`config.mk`:
```
export PLATFORM = sky130hd
export DESIGN_NAME = vsw_indirect_write
export DESIGN_NICKNAME = d
export VERILOG_FILES = /design/src/vsw_pkg.sv /design/src/vsw_ratio_decode.sv /design/src/vsw_indirect_write.sv
export SDC_FILE = /design/constraint.sdc
export NUM_CORES = 1
export LEC_CHECK = 0
export BUFFER_PORTS_ARGS = -buffer_cell sky130_fd_sc_hd__buf_2
export CORE_UTILIZATION = 52
export DETAILED_ROUTE_END_ITERATION = 8
export HOLD_SLACK_MARGIN = 0.05
export PLACE_DENSITY_LB_ADDON = 0.2
export REMOVE_ABC_BUFFERS = 1
export SYNTH_ARGS = -nofsm -noshare
export SYNTH_HDL_FRONTEND = slang
export SYNTH_SLANG_ARGS = --single-unit
export TNS_END_PERCENT = 10
```
`constraint.sdc`:
```
create_clock -name ref_clk -period 3 [get_ports ref_clk]
set_input_delay 0.15 -clock ref_clk [delete_from_list [all_inputs] [get_ports ref_clk]]
set_output_delay 0.15 -clock ref_clk [all_outputs]
set_load 0.05 [all_outputs]
```
`src/vsw_pkg.sv`:
```
/*
  package for the vco subsystem indirect write block: register offsets,
  field positions, reset values and the divider bypass ratio code.
  assumes the serial framing outside delivers whole pll register writes.
*/
package vsw_pkg;
  // -------------------------------------------------------------------
  // pll register offsets
  // -------------------------------------------------------------------
  localparam logic [4:0] PLL_INT_REG = 5'h03;
  localparam logic [4:0] PLL_FRAC_REG = 5'h04;
  localparam logic [4:0] SUBSYS_PORT_REG = 5'h05;
  // -------------------------------------------------------------------
  // vco register addresses and word fields
  // -------------------------------------------------------------------
  localparam logic [3:0] VCO_TUNE_ADDR = 4'h0;
  localparam logic [3:0] VCO_PWR_ADDR = 4'h1;
  localparam logic [3:0] VCO_DIV_ADDR = 4'h2;
  localparam logic [2:0] VCO_SUBSYS_ID = 3'h0;
  localparam int ID_LSB = 0;
  localparam int ID_MSB = 2;
  localparam int ADDR_LSB = 3;
  localparam int ADDR_MSB = 6;
  localparam int DATA_LSB = 7;
  localparam int DATA_W = 9;
  localparam int WORD_W = 16;
  // -------------------------------------------------------------------
  // reset values of the vco registers (power-up content)
  // -------------------------------------------------------------------
  localparam logic [8:0] TUNE_RESET = 9'h020;
  localparam logic [8:0] PWR_RESET = 9'h000;
  localparam logic [8:0] DIV_RESET = 9'h000;
  localparam logic [2:0] RATIO_BYPASS = 3'h7;
endpackage : vsw_pkg

```
`src/vsw_ratio_decode.sv`:
```
/*
  turns the three-bit divided output ratio code into a divisor.
  assumes the caller gates the result with the divider enable.
*/
`timescale 1ns/1ps
`default_nettype none
module vsw_ratio_decode (
  input wire logic [2:0] divided_output_ratio,
  output logic [7:0] divisor
);
  // ---------------------------------------------------------------------
  // code 0 is /128 and each step halves it, code 7 is bypass
  // ---------------------------------------------------------------------
  always_comb begin
    divisor = 8'h80 >> divided_output_ratio;
  end
endmodule : vsw_ratio_decode
`default_nettype wire

```
`src/vsw_indirect_write.sv`:
```
/*
  vco subsystem indirect write port: decodes pll register writes, routes
  port words into the write-only vco registers and starts the frequency
  update when the closing pll register is written.
  assumes a serial front end on ref_clk gives one-cycle write strobes.
*/
// Functional notes
// - word bits 2:0 hold target id; zero addresses the vco subsystem.
// - word bits 6:3 hold the four-bit vco register address.
// - power register fields: rf power 8:7, bias 11:9, div power 13:12, enable 15.
// - divider register data one at bit 7 selects divide by 64.
// - tuning register word bit 7 selects tune source; zero means manual band.
// - tuning word bits 15:8 carry the band index.
// - frequency update with autocalibration starts on the closing pll write only.
// - tune source zero is internal voltage, one external pin; band 0 highest.
// - ratio codes 0..7 divide by 128 down to bypass, only when enabled.
// - clearing divider enable powers down divider and its buffer.
// - vco registers are write-only, nothing reads them back.
`timescale 1ns/1ps
`default_nettype none
module vsw_indirect_write (
  input wire logic ref_clk,
  input wire logic reset,
  input wire logic wr_strobe,
  input wire logic [4:0] wr_addr,
  input wire logic [15:0] wr_data,
  input wire logic frac_mode,
  output logic tune_source_select,
  output logic [7:0] band_index,
  output logic [1:0] main_output_power_level,
  output logic [2:0] oscillator_bias_level,
  output logic [1:0] divided_output_power_level,
  output logic divider_enable,
  output logic divided_output_enable,
  output logic [7:0] divided_output_divisor,
  output logic cal_armed,
  output logic freq_update_start
);
  // ---------------------------------------------------------------------
  // state
  // ---------------------------------------------------------------------
  typedef struct packed {
    logic [8:0] tune;
    logic [8:0] pwr;
    logic [8:0] div;
    logic armed;
    logic start;
    logic [7:0] divisor;
    logic div_out_en;
  } vsw_state_s;

  vsw_state_s st_reg;
  vsw_state_s st_next;
  logic [7:0] dec_divisor;
  logic [2:0] word_id;
  logic [3:0] word_addr;
  logic [8:0] word_data;
  logic port_hit;
  logic close_hit;
  logic div_load;
  logic [2:0] ratio_next;

  assign word_id = wr_data[vsw_pkg::ID_MSB:vsw_pkg::ID_LSB];
  assign word_addr = wr_data[vsw_pkg::ADDR_MSB:vsw_pkg::ADDR_LSB];
  assign word_data = wr_data[vsw_pkg::DATA_LSB +: vsw_pkg::DATA_W];
  assign port_hit = wr_strobe && (wr_addr == vsw_pkg::SUBSYS_PORT_REG);
  // the closing register depends on integer or fractional mode
  assign close_hit = wr_strobe && (frac_mode ? (wr_addr == vsw_pkg::PLL_FRAC_REG)
                                             : (wr_addr == vsw_pkg::PLL_INT_REG));
  // decode the ratio about to be stored, so the divisor never lags the field
  assign div_load = port_hit && (word_id == vsw_pkg::VCO_SUBSYS_ID)
                    && (word_addr == vsw_pkg::VCO_DIV_ADDR);
  assign ratio_next = div_load ? word_data[2:0] : st_reg.div[2:0];

  vsw_ratio_decode u_dec (
    .divided_output_ratio(ratio_next),
    .divisor(dec_divisor)
  );

  // ---------------------------------------------------------------------
  // next state
  // ---------------------------------------------------------------------
  always_comb begin
    st_next = st_reg;
    st_next.start = 1'b0;
    if (port_hit) begin
      // the all-zero word arms calibration and, being id zero, still clears tuning
      if (wr_data == 16'h0000) begin
        st_next.armed = 1'b1;
      end
      if (word_id == vsw_pkg::VCO_SUBSYS_ID) begin
        case (word_addr)
          vsw_pkg::VCO_TUNE_ADDR: st_next.tune = word_data;
          vsw_pkg::VCO_PWR_ADDR: st_next.pwr = word_data;
          vsw_pkg::VCO_DIV_ADDR: st_next.div = word_data;
          default: st_next.tune = st_reg.tune;
        endcase
      end
    end
    if (close_hit) begin
      // the update fires only on the closing write, never earlier
      st_next.start = 1'b1;
      st_next.armed = 1'b0;
    end
    st_next.div_out_en = st_next.pwr[8];
    // a disabled divider shows divisor zero: no output at all
    st_next.divisor = st_next.pwr[8] ? dec_divisor : 8'h00;
  end

  always_ff @(posedge ref_clk) begin
    if (reset) begin
      st_reg <= '{tune: vsw_pkg::TUNE_RESET, pwr: vsw_pkg::PWR_RESET,
                  div: vsw_pkg::DIV_RESET, armed: 1'b0, start: 1'b0,
                  divisor: 8'h00, div_out_en: 1'b0};
    end else begin
      st_reg <= st_next;
    end
  end

  // ---------------------------------------------------------------------
  // outputs; no read path exists, registers are write-only
  // ---------------------------------------------------------------------
  assign tune_source_select = st_reg.tune[0];
  assign band_index = st_reg.tune[8:1];
  assign main_output_power_level = st_reg.pwr[1:0];
  assign oscillator_bias_level = st_reg.pwr[4:2];
  assign divided_output_power_level = st_reg.pwr[6:5];
  assign divider_enable = st_reg.pwr[8];
  assign divided_output_enable = st_reg.div_out_en;
  assign divided_output_divisor = st_reg.divisor;
  assign cal_armed = st_reg.armed;
  assign freq_update_start = st_reg.start;

  // ---------------------------------------------------------------------
  // checks
  // ---------------------------------------------------------------------
  a_port_load_div: assert property (@(posedge ref_clk) disable iff (reset)
    port_hit && wr_data[6:0] == 7'h10 |=> st_reg.div == $past(wr_data[15:7]))
    else $error("divider register not loaded");
  a_pwr_fields: assert property (@(posedge ref_clk) disable iff (reset)
    port_hit && wr_data[6:0] == 7'h08 |=>
      oscillator_bias_level == $past(wr_data[11:9]) &&
      divider_enable == $past(wr_data[15]))
    else $error("power fields misplaced");
  a_power_levels: assert property (@(posedge ref_clk) disable iff (reset)
    port_hit && wr_data[6:0] == 7'h08 |=>
      main_output_power_level == $past(wr_data[8:7]) &&
      divided_output_power_level == $past(wr_data[13:12]))
    else $error("output power levels misplaced");
  a_tune_fields: assert property (@(posedge ref_clk) disable iff (reset)
    port_hit && wr_data[6:0] == 7'h00 |=>
      band_index == $past(wr_data[15:8]) && tune_source_select == $past(wr_data[7]))
    else $error("tuning fields misplaced");
  a_tune_source: assert property (@(posedge ref_clk) disable iff (reset)
    port_hit && wr_data[6:0] == 7'h00 && !wr_data[7] |=> !tune_source_select)
    else $error("manual band write left the tune source external");
  a_zero_word: assert property (@(posedge ref_clk) disable iff (reset)
    port_hit && wr_data == 16'h0000 |=> band_index == 8'h00 && !tune_source_select)
    else $error("zero word did not clear the tuning register");

  // ---------------------------------------------------------------------
  // checks: refused words
  // ---------------------------------------------------------------------
  a_foreign_id: assert property (@(posedge ref_clk) disable iff (reset)
    port_hit && wr_data[2:0] != 3'h0 |=>
      $stable(st_reg.tune) && $stable(st_reg.pwr) && $stable(st_reg.div))
    else $error("foreign subsystem write changed vco state");
  a_foreign_addr: assert property (@(posedge ref_clk) disable iff (reset)
    port_hit && wr_data[2:0] == 3'h0 && wr_data[6:3] > 4'h2 |=>
      $stable(st_reg.tune) && $stable(st_reg.pwr) && $stable(st_reg.div))
    else $error("unknown vco address changed vco state");
  a_other_pll: assert property (@(posedge ref_clk) disable iff (reset)
    wr_strobe && wr_addr != vsw_pkg::SUBSYS_PORT_REG |=>
      $stable(st_reg.tune) && $stable(st_reg.pwr) && $stable(st_reg.div))
    else $error("other pll register changed vco state");

  // ---------------------------------------------------------------------
  // checks: output divider
  // ---------------------------------------------------------------------
  a_div64_code: assert property (@(posedge ref_clk) disable iff (reset)
    divider_enable && st_reg.div[2:0] == 3'h1 |-> divided_output_divisor == 8'h40)
    else $error("code one is not divide by 64");
  a_div128_code: assert property (@(posedge ref_clk) disable iff (reset)
    divider_enable && st_reg.div[2:0] == 3'h0 |-> divided_output_divisor == 8'h80)
    else $error("code zero is not divide by 128");
  a_bypass_code: assert property (@(posedge ref_clk) disable iff (reset)
    divider_enable && st_reg.div[2:0] == vsw_pkg::RATIO_BYPASS |->
      divided_output_divisor == 8'h01)
    else $error("bypass code does not pass the doubled frequency");
  a_div_off: assert property (@(posedge ref_clk) disable iff (reset)
    !divider_enable |-> !divided_output_enable && divided_output_divisor == 8'h00)
    else $error("divider output alive while disabled");
  a_div_on: assert property (@(posedge ref_clk) disable iff (reset)
    divider_enable |-> divided_output_enable && divided_output_divisor != 8'h00)
    else $error("divider output dead while enabled");

  // ---------------------------------------------------------------------
  // checks: frequency update
  // ---------------------------------------------------------------------
  a_start_cause: assert property (@(posedge ref_clk) disable iff (reset)
    freq_update_start |-> $past(close_hit))
    else $error("update started without closing write");
  a_start_pulse: assert property (@(posedge ref_clk) disable iff (reset)
    close_hit |=> freq_update_start ##1 !freq_update_start || $past(close_hit))
    else $error("update start not a pulse");
  a_no_early_start: assert property (@(posedge ref_clk) disable iff (reset)
    wr_strobe && !close_hit |=> !freq_update_start)
    else $error("update started on a write that does not close");
  a_arm_zero: assert property (@(posedge ref_clk) disable iff (reset)
    port_hit && wr_data == 16'h0 && !close_hit |=> cal_armed)
    else $error("zero write did not arm calibration");
  a_arm_hold: assert property (@(posedge ref_clk) disable iff (reset)
    cal_armed && !close_hit |=> cal_armed)
    else $error("calibration arm lost before the closing write");
  a_arm_clear: assert property (@(posedge ref_clk) disable iff (reset)
    close_hit |=> !cal_armed)
    else $error("calibration arm kept after the closing write");
endmodule : vsw_indirect_write
`default_nettype wire

```
==> results of run 1 <==
-- critical path: stages --
cell     delay (ns)
buf_2          0.12
nor4_1         0.29
nand4_1        0.58
a211o_1        0.47
-- report_power, final --
part	total, mW	internal, mW	switching (mW)
logic	0.0436	0.0199	0.0237
clock network	0.242	0.113	0.129
registers	0.398	0.398	0.0000279
-- stage by stage --
| step | total power [mW] | instances |
|---|---|---|
| 4_1_cts | 0.6934 | 202 |
| 5_1_grt | 0.7134 | 202 |
| 6_report | 0.6836 | 202 |
| 2_1_floorplan | 0.4204 | 112 |
| 3_5_place_dp | 0.4514 | 194 |
| 3_3_place_gp | 0.4502 | 194 |
-- cells in the final DEF (no fill, tap or decap), drive strengths merged, types with 2 or more instances in the layout --
cell type,count
buf,52
nor2,22
mux2,2
inv,2
dfxtp,30
mux2i,22
nand4,2
nor4b,2
nor4,2
clkbuf,7
nor3,10
nor2b,6
and3b,2
nand2,2
-- final timing paths --
kind,endpoint,slack (ns),from,cells past startpoint
setup / recovery,band_index[4],1.61,wr_data[3],4
hold / removal,band_index[6],0.09,wr_data[14],3
setup reg to reg,divided_output_divisor[1],2.01,divider_enable,3
hold reg to reg,band_index[4],0.47,band_index[4],1
-- routing by layer --
layer / track usage / vias up
li1: - / 517
met1: 0.1942 / 446
met2: 0.3191 / 35
met3: 0.08889 / 5
met4: 0.07692 / 0
met5: 0 / -
-- area by class of cell --
class	count	area [µm²]
multi-input combinational	80	624.3
clock inverter	1	5.005
sequential	30	600.6
clock buffer	7	55.05
inverter	2	7.507
tap	30	37.54
fill	234	954.7
timing repair buffer	52	260.3
-- cells by family after synthesis --
kind of cell    after synthesis  synth area share
simple gates                 53            0.2395
buf+inv                      30            0.1472
mux                          24            0.1803
flops                        30            0.4181
compound gates                3           0.01481
==> results.txt, run 1 <==
The max-slew violation count is 0. The placed standard-cell area is between 1500 and 2000 µm². The average size of a mapped cell came out at 10.26 µm². The synthesized netlist occupies a cell area of approximately 1400 µm².

The floorplan step set the die width to roughly 55 µm. The worst voltage drop across the vdd grid is 0.4403 mV. At the end of routability-driven placement, the weighted congestion stood at 0.7555. The routed layout has roughly 1000 vias.

In this run the post-CTS setup repair buffer count came out at 0. The via count of the first global-routing pass is roughly 860. The most used flip-flop cell after synthesis is dfxtp_1. The worst setup path is launched from an input pin. The share of the core filled with cells is 0.6249. The worst relative slew slack is 0.5537. The final antenna diode count came out at 0.

STA puts the critical path data required time at between 3 and 4 ns. Static timing analysis puts the maximum clock frequency at just over 0.7 GHz. The fraction of layout instances using a drive strength above 1 is 0.4012. The final antenna-violating net count is 0.

The path class of the tightest hold or removal check is in -> reg. The count of pins on the block boundary came out at between 50 and 60. The remaining routing DRC violations is 0. On the final layout, the worst clock skew is around 0.0057 ns.

Setup repair after global routing left no endpoint under its margin. The number of CTS-inserted buffers came out at 5. After global routing the overflow that remains totals 0. Of the available clock period, the critical path in the final layout requires 0.4628. At the pin with the least slew margin, the transition time is 0.6674 ns.

The commonest cells after synthesis are dfxtp_1, buf_4, nor2_1. The TritonCTS clock tree is built. The worst endpoint data arrival time is around 1.6 ns.

The cell row count came out at 18. The flow ran to the end, and the final reports show no timing, DRC or antenna violations. The port buffer count is 52.

In the post-synthesis netlist, the biggest area contributors are dfxtp_1, mux2i_1, buf_4, nor2_1, nor3_1. The first-pass GRT wire length came out at ~3.7 mm. The proportion of synthesized chip area in sequential cells came out at 0.4181. The clock network latency to the later pin of the worst-skew pair came out at 0.32 ns. Entering global routing, the biggest net connects 24 pins. The number of iterations in the first detailed-routing pass is 3. The met1 layer wirelength in the final routing is roughly 1 mm.

The starting density of the core came out at 0.5644. The standard cell core area came out at 2545 µm². The initial antenna violation count came out at 0. In the final routed layout, each cell accounts on average for ~12 µm.

The count of clock tree sinks is 30. Along the worst path, the maximum fanout reaches 11. The DRC violation total after the first TritonRoute iteration is 8.

The share of synthesized area in the top cell type comes to 0.4181. The detailed-placement wirelength estimate came out at roughly 1.9 mm. Prior to clock tree synthesis, the placed netlist has a worst setup slack of ~1.3 ns.

Synthesis produced 140 cells. The final-stage net count came out at between 150 and 200. In the global route stage, overall resource usage came out at 0.1865. The routed via count divided by cell count came out at about 5.0. The amount of wire on met3 after detailed routing is 185 µm. Relative to the synthesized area, the layout overhead comes to 10.71%. Clock tree synthesis selected as its root buffer the cell clkbuf_4. In the post-synthesis netlist, the cell with the most instances is dfxtp_1. For the finished layout, the period the worst path requires is between 1 and 1.5 ns. The clock edge transition at the registers on the reported setup and hold paths is ~0.08 ns.

The number of buffers inserted by hold repair at cts came out at 0. The synthesized design spends more area on one cell type than any other, namely dfxtp_1. The max-capacitance violation count is 0. The aggregate negative setup slack came out at 0 ns. The count of cell types in the netlist came out at 30.

The number of enable-type register cells in the synthesized netlist is 0. Counting along the longest clock path gives a buffer depth of 2. The tightest hold path in the finished design has a slack of between 0.09 and 0.1 ns.

After detailed routing, no signal wire sits above met4. The number of warnings printed during yosys synthesis is 0. The amount of wire on met2 after detailed routing came out at approximately 1.1 mm. The static leakage power came out at just over 0.8 nW.

Once layout is done, the placed cells without fillers occupy 1590 µm². Setup violations remaining at the end of the flow were counted as 0. Counting flops with an async set or reset pin after synthesis yields a share of 0. The post-route worst setup slack came out at between 1.5 and 2 ns. STA classifies the critical path endpoint as a flop. The number of H-tree branching levels is 2. The total wirelength of the detailed-routed design came out at about 2.4 mm. The post-cts resize count came out at 0. The power per standard cell area is approximately 430 nW/µm². The final hold violation count is 0. The die height came out at ~55 µm. The critical path is of the in -> reg type. The number of synthesized register bits came out at 30. The overall die area came out at between 2000 and 3000 µm².
(Power assumes the default switching activity.)
==> inputs of run 2 (changes only) <==
Settings changed: CORE_UTILIZATION 52 to 48.
Clock period 3 ns to 1.5 ns, I/O delays scaled along.
==> results.txt, run 2 (synthesized netlist as in run 1, its figures left out) <==
The transition time of the tightest slew-check pin is 0.3916 ns. In this run the power density over the cells is around 860 nW/µm². The routing usage on met3 came out at 0.08295. The total global-route track usage is 0.1994. Measured against its own limit, the worst slew margin works out to 0.7389.

The first-pass GRT wire length came out at roughly 4.7 mm. The most used routing layer is met2. The cell row count is 19. The number of instances in the placed design came out at 201. The worst voltage drop across the vdd grid is between 0.6 and 0.7 mV. The minimum clock period after layout came out at roughly 1.3 ns. The final weighted congestion in routability-driven placement came out at 0.8115. The clock edge transition at the registers on the reported setup and hold paths is 0.09 ns. The checks that failed: DRC. The area growth from synthesis to layout is 19.43%. The max-slew violation count came to 0. The final hold violation count is 0. The global-route track usage on met2 is 0.3333. Measured along the y axis, the die boundary spans ~57 µm.

The number of iterations in the first detailed-routing pass is 5. The worst endpoint data arrival time came out at roughly 1.5 ns. The first routing iteration left between 40 and 50 violations.

The max-capacitance violation count came out at 0. The tree is rooted in a clkbuf_4. The total wirelength of the detailed-routed design came out at just under 3 mm.

The static leakage power is between 0.8 and 0.9 nW. The upper clock frequency limit came out at 0.7943 GHz. The fraction of layout instances using a drive strength above 1 came out at 0.4130.

The smallest hold slack came out at 0.06738 ns. In the routed design, unresolved DRC markers number 12. The final instance count without filler cells came out at 215. The final layout contains roughly 210 nets. The worst min-delay path class is in -> reg. The port buffer count is 52.

The clock reaches the later pin of the worst-skew pair after around 0.32 ns. In this run the worst path has a maximum fanout of 3. 0 antenna diodes ended up in the layout. Entering global routing, the biggest net connects 24 pins. The leftover overflow at the end of global routing came out at 0.

After routing, the total negative slack on setup checks comes to 0 ns. Once the clock tree was built, the resizer swapped 0 gates to a different size. Setup repair after global routing left no endpoint under its margin.

In the global route stage, met1 resource usage came out at 0.2049. The required time reported for the critical path endpoint is between 1.5 and 2 ns. The average routed wire per standard cell is between 10 and 15 µm. The initial antenna violation count came out at 0. The library cells used most frequently in the layout, excluding fill and tap cells, are buf_2, dfxtp_1, nor2_1.

The run finished, with violations left. The via count of the first global-routing pass is about 1100. In this run the remaining antenna-violating nets after routing total 0. Walking the worst path, the cells encountered are dlygate4sd3_1 -> buf_2 -> nor4_1 -> nand3_1 -> o21bai_1 -> and3b_1.

The number of H-tree branching levels is 2. The launching element type of the critical path is an input pin. After detailed routing, the number of vias per cell comes to approximately 5.1. The die extent in x came out at 56.71 µm. The delay of the slowest critical-path stage came out at about 0.53 ns. The number of failing setup endpoints in the final timing report came out at 0.

TritonCTS built the clock tree. The standard cell core area is 2805 µm². After layout, the design draws a total of between 1 and 1.5 mW. The starting density of the core is 0.5120. The count of clock tree sinks is 30. Detailed routing inserted a total of between 1000 and 1500 vias. The library cell used most frequently in the layout, excluding fill and tap cells, is buf_2. The clock passes through at most 2 buffers. The critical path is of the in -> reg type. The overall die area came out at ~3200 µm². The kind of capture point of the worst setup path is a flop. Clock tree synthesis inserted a total of 5 buffers. 53 I/O pins were placed.

The detailed-placement wirelength estimate came out at 2.158 mm. The final worst clock skew is about 0.0052 ns. The slowest stage of the critical path is the dlygate4sd3_1 cell. The fraction of the cycle the final worst path needs came out at 0.8393.
run 2: cell types whose count changed in the layout (fill, tap and decap cells not counted), sizes merged:
cell / change
buf: +6
clkbuf: +1
clkinv: -1
dlygate4sd3: +6
run 2: layer usage:
layer  routed length [µm]  part of all wire
met5                    0                 0
met4                   56             0.019
met3                  230             0.079
met2                 1467              0.50
met1                 1175              0.40
run 2: what timing repair did:
item / in CTS / in global routing
setup buffers: 0 / 0
hold buffers: 6 / 0
hold endpoints to repair: 9 / 0
run 2: final cells by class:
type	count	area [µm²]
clock buffers	8	78.83
fillers	243	1090
inverters	2	7.507
multi-input cells	80	624.3
flip-flops and latches	30	600.6
well taps	31	38.79
repair buffers	64	365.4
run 2: critical path: cells and delay by family:
kind / cells / cell delay [ns]
buffers and inverters: 2 / 0.68
AOI/OAI and AO/OA: 1 / 0.16
and+or+nand+nor: 3 / 0.62
run 2: path summary, 6_finish.rpt:
kind / startpoint / end / slack, ns / cells past startpoint
setup / recovery: wr_data[11] / cal_armed / 0.24 / 6
setup reg to reg: divider_enable / divided_output_divisor[3] / 0.48 / 3
hold reg to reg: band_index[4] / band_index[4] / 0.48 / 1
hold / removal: wr_data[9] / oscillator_bias_level[0] / 0.07 / 3
run 2: through the flow:
stage / area [µm²] / setup slack (ns) / util
6_report: 1715 / 0.2410 / 0.6115
5_1_grt: 1715 / 0.1684 / 0.6115
4_1_cts: 1715 / 0.2879 / 0.6115
3_5_place_dp: 1577 / 0.007121 / 0.5620
3_3_place_gp: 1577 / 0.08217 / 0.5620
2_1_floorplan: 1232 / -0.09008 / -
run 2: power breakdown:
part	internal, mW	switching [mW]	leakage, nW
Combinational	0.0526	0.0542	0.607
Sequential	0.796	0.0000630	0.242
Clock	0.320	0.260	0.0446
